[src/shared/cbio_pkg.sv]
// Constants, layouts and helpers of the CardBus I/O window register bank.
// Assumes byte-enabled dword configuration access, one function per socket.
package cbio_pkg;

   // Function and window counts
   localparam int NUM_FUNC = 2;
   localparam int NUM_WIN = 2;

   // Configuration byte offsets
   localparam logic [7:0] IO_BASE_OFS [NUM_WIN] = '{8'h2c, 8'h34};
   localparam logic [7:0] IO_LIMIT_OFS [NUM_WIN] = '{8'h30, 8'h38};
   localparam logic [7:0] IRQ_LINE_OFS = 8'h3c;
   localparam logic [7:0] IRQ_PIN_OFS = 8'h3d;
   localparam logic [7:0] BRIDGE_CTL_OFS = 8'h3e;

   // Writable bits and values after reset
   localparam logic [31:0] BASE_WR_MASK = 32'hffff_fffc;
   localparam logic [31:0] LIMIT_WR_MASK = 32'h0000_fffc;
   localparam logic [15:0] BRIDGE_WR_MASK = 16'h07ef;
   localparam logic [15:0] BRIDGE_SHARED_MASK = 16'h0023;
   localparam logic [15:0] BRIDGE_RST = 16'h0340;
   localparam logic [31:0] IO_WIN_RST = 32'h0000_0000;
   localparam logic [7:0] IRQ_LINE_RST = 8'hff;

   // Interrupt pin answers
   localparam logic [7:0] PIN_INTA = 8'h01;
   localparam logic [7:0] PIN_INTB = 8'h02;

   // Bridge control bit positions
   localparam int BC_LEGACY_FILTER_BIT = 2;
   localparam int BC_VIDEO_FWD_BIT = 3;
   localparam int BC_CARD_RST_BIT = 6;
   localparam int BC_PREF0_BIT = 8;
   localparam int BC_PREF1_BIT = 9;

   // Legacy video I/O ranges
   localparam logic [31:0] VIDEO_LO0 = 32'h0000_03b0;
   localparam logic [31:0] VIDEO_HI0 = 32'h0000_03bb;
   localparam logic [31:0] VIDEO_LO1 = 32'h0000_03c0;
   localparam logic [31:0] VIDEO_HI1 = 32'h0000_03df;

   // Dword index of a byte offset
   function automatic logic [5:0] regIndex(input logic [7:0] ofs);
      return ofs[7:2];
   endfunction

   // Byte-lane write merge; bits outside mask keep their old value
   function automatic logic [31:0] mergeBytes(input logic [31:0] old,
      input logic [31:0] wdata, input logic [3:0] be,
      input logic [31:0] mask);
      logic [31:0] res;
      res = old;
      for (int i = 0; i < 4; i++) begin
         if (be[i]) begin
            res[i*8 +: 8] = (wdata[i*8 +: 8] & mask[i*8 +: 8]) |
               (old[i*8 +: 8] & ~mask[i*8 +: 8]);
         end
      end
      return res;
   endfunction

   // Legacy video adapter I/O address
   function automatic logic isVideoAddr(input logic [31:0] a);
      return (a >= VIDEO_LO0 && a <= VIDEO_HI0) ||
         (a >= VIDEO_LO1 && a <= VIDEO_HI1);
   endfunction

endpackage

[src/cbio_window_regs.sv]
// I/O window, interrupt line/pin and bridge control registers of both
// functions of a CardBus bridge, plus the window forwarding decisions.
// Assumes configuration cycles are already decoded to function, dword
// and byte enables, and that I/O requests arrive synchronous to mclk.
`timescale 1ns/1ps

// How it works
// - Base bits 31-2 writable, bits 1-0 zero
// - Base upper half selects the 64K page
// - Windows decide forwarding in both directions
// - Window with zero base and limit claims nothing
// - Limit bits 15-2 writable within base page
// - Limit bits 31-16 read as zero
// - Limit low two bits compare as ones
// - Writes to read-only bits change nothing
// - Per-function interrupt line, resets to FFh
// - Interrupt pin value chosen per function
// - Tie bit set: both functions read 01h
// - Tie clear: function 0 01h, function 1 02h
// - Shared control bits live in function 0
// - Control bit 6 drives card reset, reset asserted
// - Control bits 8, 9 mark memory prefetchable
// - Bit 2 drops last 768 of each 1K in the low 64K from window claims
// - Bit 3 forwards legacy video addresses
module cbio_window_regs (
   // Clock and reset
   input wire logic mclk,
   input wire logic sys_rst,
   // Configuration access
   input wire logic cfgWrEn,
   input wire logic cfgRdEn,
   input wire logic cfgFunc,
   input wire logic [5:0] cfgRegNum,
   input wire logic [3:0] cfgByteEn,
   input wire logic [31:0] cfgWdata,
   output logic [31:0] cfgRdata,
   output logic cfgRdValid,
   // System control
   input wire logic interruptTie,
   // Host-side I/O request
   input wire logic hostIoValid,
   input wire logic [31:0] hostIoAddr,
   // Card-side I/O request
   input wire logic cardIoValid,
   input wire logic cardIoFunc,
   input wire logic [31:0] cardIoAddr,
   // Forwarding decisions
   output logic [1:0] toCardClaim,
   output logic toHostPass,
   // Bridge control outputs, one bit per function
   output logic [1:0] cardReset,
   output logic [1:0] memWindow0Prefetchable,
   output logic [1:0] memWindow1Prefetchable,
   output logic [1:0] legacyIoRangeFilterEnable,
   output logic [1:0] videoLegacyForwardEnable
);

   localparam int NF = cbio_pkg::NUM_FUNC;
   localparam int NW = cbio_pkg::NUM_WIN;

   logic [31:0] ioBase_q [NF][NW];
   logic [31:0] ioLimit_q [NF][NW];
   logic [7:0] irqLine_q [NF];
   logic [15:0] bridgeCtl_q [NF];
   logic [15:0] ctlView [NF];
   logic [NW-1:0] hostHit [NF];
   logic [NW-1:0] cardHit [NF];
   logic [7:0] pinValue;
   logic [31:0] rdWord;
   logic [31:0] rdData_q;
   logic rdValid_q;
   logic [1:0] claim_d;
   logic [1:0] claim_q;
   logic pass_q;
   logic isCtlReg;
   logic [15:0] ctlWrMask;

   // Window compares, host and card side, per function and window
   for (genvar f = 0; f < NF; f++) begin : g_func
      for (genvar w = 0; w < NW; w++) begin : g_win
         cbio_window_match #(.AW(32)) u_host (
            .base(ioBase_q[f][w]),
            .limit(ioLimit_q[f][w]),
            .addr(hostIoAddr),
            .hit(hostHit[f][w])
         );
         cbio_window_match #(.AW(32)) u_card (
            .base(ioBase_q[f][w]),
            .limit(ioLimit_q[f][w]),
            .addr(cardIoAddr),
            .hit(cardHit[f][w])
         );
      end
   end

   // Register that holds line, pin and bridge control
   assign isCtlReg = cfgRegNum == cbio_pkg::regIndex(cbio_pkg::IRQ_LINE_OFS);

   // Function 1 may not touch the shared bits
   assign ctlWrMask = cfgFunc ?
      (cbio_pkg::BRIDGE_WR_MASK & ~cbio_pkg::BRIDGE_SHARED_MASK) :
      cbio_pkg::BRIDGE_WR_MASK;

   // Window base and limit registers
   always_ff @(posedge mclk) begin
      if (sys_rst) begin
         for (int f = 0; f < NF; f++) begin
            for (int w = 0; w < NW; w++) begin
               ioBase_q[f][w] <= cbio_pkg::IO_WIN_RST;
               ioLimit_q[f][w] <= cbio_pkg::IO_WIN_RST;
            end
         end
      end else if (cfgWrEn) begin
         for (int w = 0; w < NW; w++) begin
            if (cfgRegNum == cbio_pkg::regIndex(cbio_pkg::IO_BASE_OFS[w])) begin
               ioBase_q[cfgFunc][w] <= cbio_pkg::mergeBytes(
                  ioBase_q[cfgFunc][w], cfgWdata, cfgByteEn,
                  cbio_pkg::BASE_WR_MASK);
            end
            if (cfgRegNum == cbio_pkg::regIndex(cbio_pkg::IO_LIMIT_OFS[w])) begin
               ioLimit_q[cfgFunc][w] <= cbio_pkg::mergeBytes(
                  ioLimit_q[cfgFunc][w], cfgWdata, cfgByteEn,
                  cbio_pkg::LIMIT_WR_MASK);
            end
         end
      end
   end

   // Interrupt line, lane 0 of the dword
   always_ff @(posedge mclk) begin
      if (sys_rst) begin
         for (int f = 0; f < NF; f++) begin
            irqLine_q[f] <= cbio_pkg::IRQ_LINE_RST;
         end
      end else if (cfgWrEn && isCtlReg && cfgByteEn[0]) begin
         irqLine_q[cfgFunc] <= cfgWdata[7:0];
      end
   end

   // Bridge control, lanes 2 and 3 of the dword
   always_ff @(posedge mclk) begin
      if (sys_rst) begin
         for (int f = 0; f < NF; f++) begin
            bridgeCtl_q[f] <= cbio_pkg::BRIDGE_RST;
         end
      end else if (cfgWrEn && isCtlReg) begin
         bridgeCtl_q[cfgFunc] <= 16'(cbio_pkg::mergeBytes(
            {bridgeCtl_q[cfgFunc], 16'h0000}, cfgWdata, cfgByteEn,
            {ctlWrMask, 16'h0000}) >> 16);
      end
   end

   // Effective control: shared bits always from function 0
   always_comb begin
      ctlView[0] = bridgeCtl_q[0];
      ctlView[1] = (bridgeCtl_q[1] & ~cbio_pkg::BRIDGE_SHARED_MASK) |
         (bridgeCtl_q[0] & cbio_pkg::BRIDGE_SHARED_MASK);
   end

   // Interrupt pin follows the tie bit and the function
   assign pinValue = (cfgFunc && !interruptTie) ?
      cbio_pkg::PIN_INTB : cbio_pkg::PIN_INTA;

   // Read data selection; unmapped dwords read zero
   always_comb begin
      rdWord = '0;
      for (int w = 0; w < NW; w++) begin
         if (cfgRegNum == cbio_pkg::regIndex(cbio_pkg::IO_BASE_OFS[w])) begin
            rdWord = ioBase_q[cfgFunc][w];
         end
         if (cfgRegNum == cbio_pkg::regIndex(cbio_pkg::IO_LIMIT_OFS[w])) begin
            rdWord = ioLimit_q[cfgFunc][w];
         end
      end
      if (isCtlReg) begin
         rdWord = {ctlView[cfgFunc], pinValue, irqLine_q[cfgFunc]};
      end
   end

   // Registered read answer, one cycle after the request
   always_ff @(posedge mclk) begin
      if (sys_rst) begin
         rdData_q <= '0;
         rdValid_q <= 1'b0;
      end else begin
         rdValid_q <= cfgRdEn;
         if (cfgRdEn) begin
            rdData_q <= rdWord;
         end
      end
   end

   assign cfgRdata = rdData_q;
   assign cfgRdValid = rdValid_q;

   // Host I/O claim per function: windows, legacy filter, video
   always_comb begin
      for (int f = 0; f < NF; f++) begin
         claim_d[f] = hostIoValid && (
            ((|hostHit[f]) &&
             !(ctlView[f][cbio_pkg::BC_LEGACY_FILTER_BIT] &&
               hostIoAddr[31:16] == 16'h0000 &&
               hostIoAddr[9:8] != 2'b00)) ||
            (ctlView[f][cbio_pkg::BC_VIDEO_FWD_BIT] &&
             cbio_pkg::isVideoAddr(hostIoAddr)));
      end
   end

   // Forwarding decisions, one cycle after the request
   always_ff @(posedge mclk) begin
      if (sys_rst) begin
         claim_q <= 2'b00;
         pass_q <= 1'b0;
      end else begin
         claim_q <= claim_d;
         pass_q <= cardIoValid && !(|cardHit[cardIoFunc]);
      end
   end

   assign toCardClaim = claim_q;
   assign toHostPass = pass_q;

   // Control bits out to the socket logic
   always_comb begin
      for (int f = 0; f < NF; f++) begin
         cardReset[f] = bridgeCtl_q[f][cbio_pkg::BC_CARD_RST_BIT];
         memWindow0Prefetchable[f] =
            bridgeCtl_q[f][cbio_pkg::BC_PREF0_BIT];
         memWindow1Prefetchable[f] =
            bridgeCtl_q[f][cbio_pkg::BC_PREF1_BIT];
         legacyIoRangeFilterEnable[f] =
            bridgeCtl_q[f][cbio_pkg::BC_LEGACY_FILTER_BIT];
         videoLegacyForwardEnable[f] =
            bridgeCtl_q[f][cbio_pkg::BC_VIDEO_FWD_BIT];
      end
   end
endmodule // cbio_window_regs

[src/cbio_window_match.sv]
// One I/O window address compare.
// Assumes base and limit come straight from their registers.
`timescale 1ns/1ps

module cbio_window_match #(
   parameter int AW = 32
) (
   // Window registers
   input wire logic [AW-1:0] base,
   input wire logic [AW-1:0] limit,
   // Address under test
   input wire logic [AW-1:0] addr,
   // Result
   output logic hit
);

   logic enabled;
   logic [AW-1:0] top;

   // Window live only once either register is nonzero
   assign enabled = (base != '0) || (limit != '0);
   // Top takes its page from the base, low two bits as ones
   assign top = {base[AW-1:16], limit[15:2], 2'b11};
   // Inclusive compare on both ends
   assign hit = enabled && (addr >= base) && (addr <= top);

endmodule // cbio_window_match

[config.mk]
export PLATFORM = sky130hd
export DESIGN_NAME = cbio_window_regs
export DESIGN_NICKNAME = d
export VERILOG_FILES = /design/src/shared/cbio_pkg.sv /design/src/cbio_window_regs.sv /design/src/cbio_window_match.sv
export SDC_FILE = /design/constraint.sdc
export NUM_CORES = 1
export LEC_CHECK = 0
export BUFFER_PORTS_ARGS = -buffer_cell sky130_fd_sc_hd__buf_2
export CAP_MARGIN = 10
export CORE_UTILIZATION = 55
export DETAILED_ROUTE_END_ITERATION = 7
export GPL_TIMING_DRIVEN = 1
export PLACE_DENSITY = 0.7
export SLEW_MARGIN = 20
export SYNTH_ARGS = -nofsm -noshare
export SYNTH_HDL_FRONTEND = slang
export SYNTH_SLANG_ARGS = --single-unit
[constraint.sdc]
create_clock -name mclk -period 3.9 [get_ports mclk]
set_clock_uncertainty 0.1 [all_clocks]
set_input_delay 0.195 -clock mclk [delete_from_list [all_inputs] [get_ports mclk]]
set_output_delay 0.195 -clock mclk [all_outputs]
set_load 0.005 [all_outputs]
==> metrics.txt <==
status complete, no violations; slowest CP cell nor4_1; IO Count about 160; smallest hold slack between 0.008 and 0.009 ns; Final WS setup ~0.16 ns; worst slew pin tran between 1 and 1.5 ns; layout cells sized above 1 between 10% and 20%; Post-CTS Setup Repair Bufs 0; H-tree Lvls 2; RD Place Congestion between 1 and 1.5; Worst Reg-to-Reg Cells 6; port bufs 160; WL per Instance slightly below 30 µm; commonest non-fill, non-tap cells in the layout 368 x ha_1, 318 x nor2_1, 301 x edfxtp_1; Via-to-Cell Ratio 6.762; Post-Place Worst Slack between 0.5 and 0.6 ns; drt total wl 97.90 mm; sequential element share of the synthesized area roughly two fifths; first-pass GRT wire length approximately 140 mm; maxcap violations 0; initial antenna violation count 2; worst hold-check path type in -> reg; final setup fails 0; Startpoint Class flip-flop; GR Overflow Total 0; synthesized netlist cell count 2566; pwr dens approximately 340 nW/µm²; Synth cell types 64; deepest clock path buffer count 3; die height 212.5 µm; RSZ-0062 raised after global routing false; Lkg Pwr between 10 and 15 nW; Hold Fails Final Rpt 0; Die Area between 40000 and 50000 µm²; largest net degree at the start of global routing between 80 and 90; clock root buffer master clkbuf_16; cells along the critical path nor4_1, nand4_1, nor4_1, o41ai_1, o22ai_1, dlygate4sd3_1; vias in the first global route 21.08k; # rows 76; Synth Net Count 3049; worst skew pair latency ~0.58 ns; core area between 40000 and 50000 µm²; Avg Inst Size Synth approximately 9.5 µm²; Starting Density ~56%; asr flop ratio synth 0%; Vias ~23k; Post-Syn Area 24360 µm²; CP most frequent cell nor4_1; Req. time, crit path 4.32 ns; setup TNS 0 ns; hold depth 3; DR pass1 iterations 7; # fillers approximately 3.7k; kind of critical path reg -> reg; Placed Cells 3252; predominant post-synthesis flop cell edfxtp_1; commonest non-fill, non-tap cell in the layout ha_1; largest stage delay on the critical path between 1 and 1.5 ns; global-route usage over all layers 43.35%; final net count between 3k and 4k; DRC errors left 0; Non-Filler Instances 3344; Post-synth EDFFs around 300; synth warn 0; die width 212.5 µm; Initial DRC Count roughly 3.4k; Layout area overhead 12.10%; Max FO, Critical Path 3; Arrival @ worst endpoint between 4 and 5 ns; DPL Wire Length 76.94 mm; Sink Count roughly 340; Reg clk slew, reported paths about 0.070 ns; fin crit share 96.01%; CTS Buf Count 38; Slew Limit Fails 0; CTS tree built; VDD IR max 0.3776 mV; Achievable Freq between 0.2 and 0.3 GHz; relative slew slack 23.37%; post-layout min period approximately 3.7 ns; antenna-violating nets left 0; Yosys reg bits roughly 340; Critical Path Sink Type flip-flop
-- logic make-up after synthesis --
logic type | share of synthesized area [%]
adders and majority gates | 18.90
AOI/OAI and AO/OA | 13.33
buffers and inverters | 4.874
muxes | 3.893
DFF | 40.06
and+or+nand+nor | 18.95
-- power breakdown --
part | internal [mW] | total [mW] | switching [mW]
Sequential | 4.05 | 4.19 | 0.134
Combinational | 0.538 | 1.57 | 1.04
Clock | 2.04 | 3.62 | 1.58
Total | 6.63 | 9.38 | 2.75
-- state kept, by name (all words and copies together) (netlist names) --
name / flops
ioBase_q: 128
ioLimit_q: 128
cfgRdata: 32
bridgeCtl_q: 29
irqLine_q: 16
toCardClaim: 2
cfgRdValid: 1
toHostPass: 1
-- synth_stat cells, drive strengths merged (52+ instances only) --
master    n  area [µm²]
inv     192       720.7
nor2    319        1197
a21oi   146       730.7
clkbuf   76       285.3
nand2   185       696.9
nand3    52       260.3
nand2b   59       369.1
o21ai   176       880.8
nor4     93       581.8
nand4    84       525.5
mux2i    79       790.8
edfxtp  301        9039
ha      368        4604
-- worst paths after layout --
| path | start | endpoint | slack [ns] |
|---|---|---|---|
| worst max-delay path | ioBase_q[1][16] | toHostPass | 0.16 |
| worst min-delay path | cfgWdata[12] | ioBase_q[1][12] | 0.009 |
| worst max register to register | ioBase_q[1][16] | toHostPass | 0.16 |
| worst min register to register | cfgRdata[21] | cfgRdata[21] | 0.37 |
-- worst max-delay path, delay by kind of cell (launching register included) --
family	cells	cell delay, ns
DFF	1	0.50
buffers and inverters	1	0.56
AOI/OAI and AO/OA	2	0.42
and+or+nand+nor	3	2.10
-- stage by stage --
step	util (%)	cell area (µm²)	power [mW]
finish	62.98	27310	9.382
global route	62.98	27310	9.612
CTS	62.98	27310	9.286
detailed placement	59.68	25880	5.745
global placement	59.68	25880	5.699
floorplan	-	24360	5.076
-- layer usage --
layer	part of all wire [%]	wire, µm	global-route usage [%]
met2	43	41690	65.25
met5	0	0	0
met1	39	38060	60.34
met4	5.3	5168	19.87
met3	13	12980	8.242
-- layout make-up --
| cell class | count | area, µm² | share of cell area, % |
|---|---|---|---|
| Antenna cell | 1 | 2.502 | 0.009163 |
| Clock buffer | 51 | 1050 | 3.844 |
| Clock inverter | 19 | 172.7 | 0.6322 |
| Inverter | 193 | 724.4 | 2.653 |
| Multi-Input combinational cell | 1927 | 13450 | 49.25 |
| Sequential cell | 337 | 9759 | 35.73 |
| Tap cell | 585 | 732.0 | 2.680 |
| Timing Repair Buffer | 231 | 1420 | 5.200 |
-- what timing repair did --
action                    CTS  global route
gates resized for setup     0             0
hold buffers               21             0
hold endpoints to repair   29             0
(Power assumes the default switching activity.)
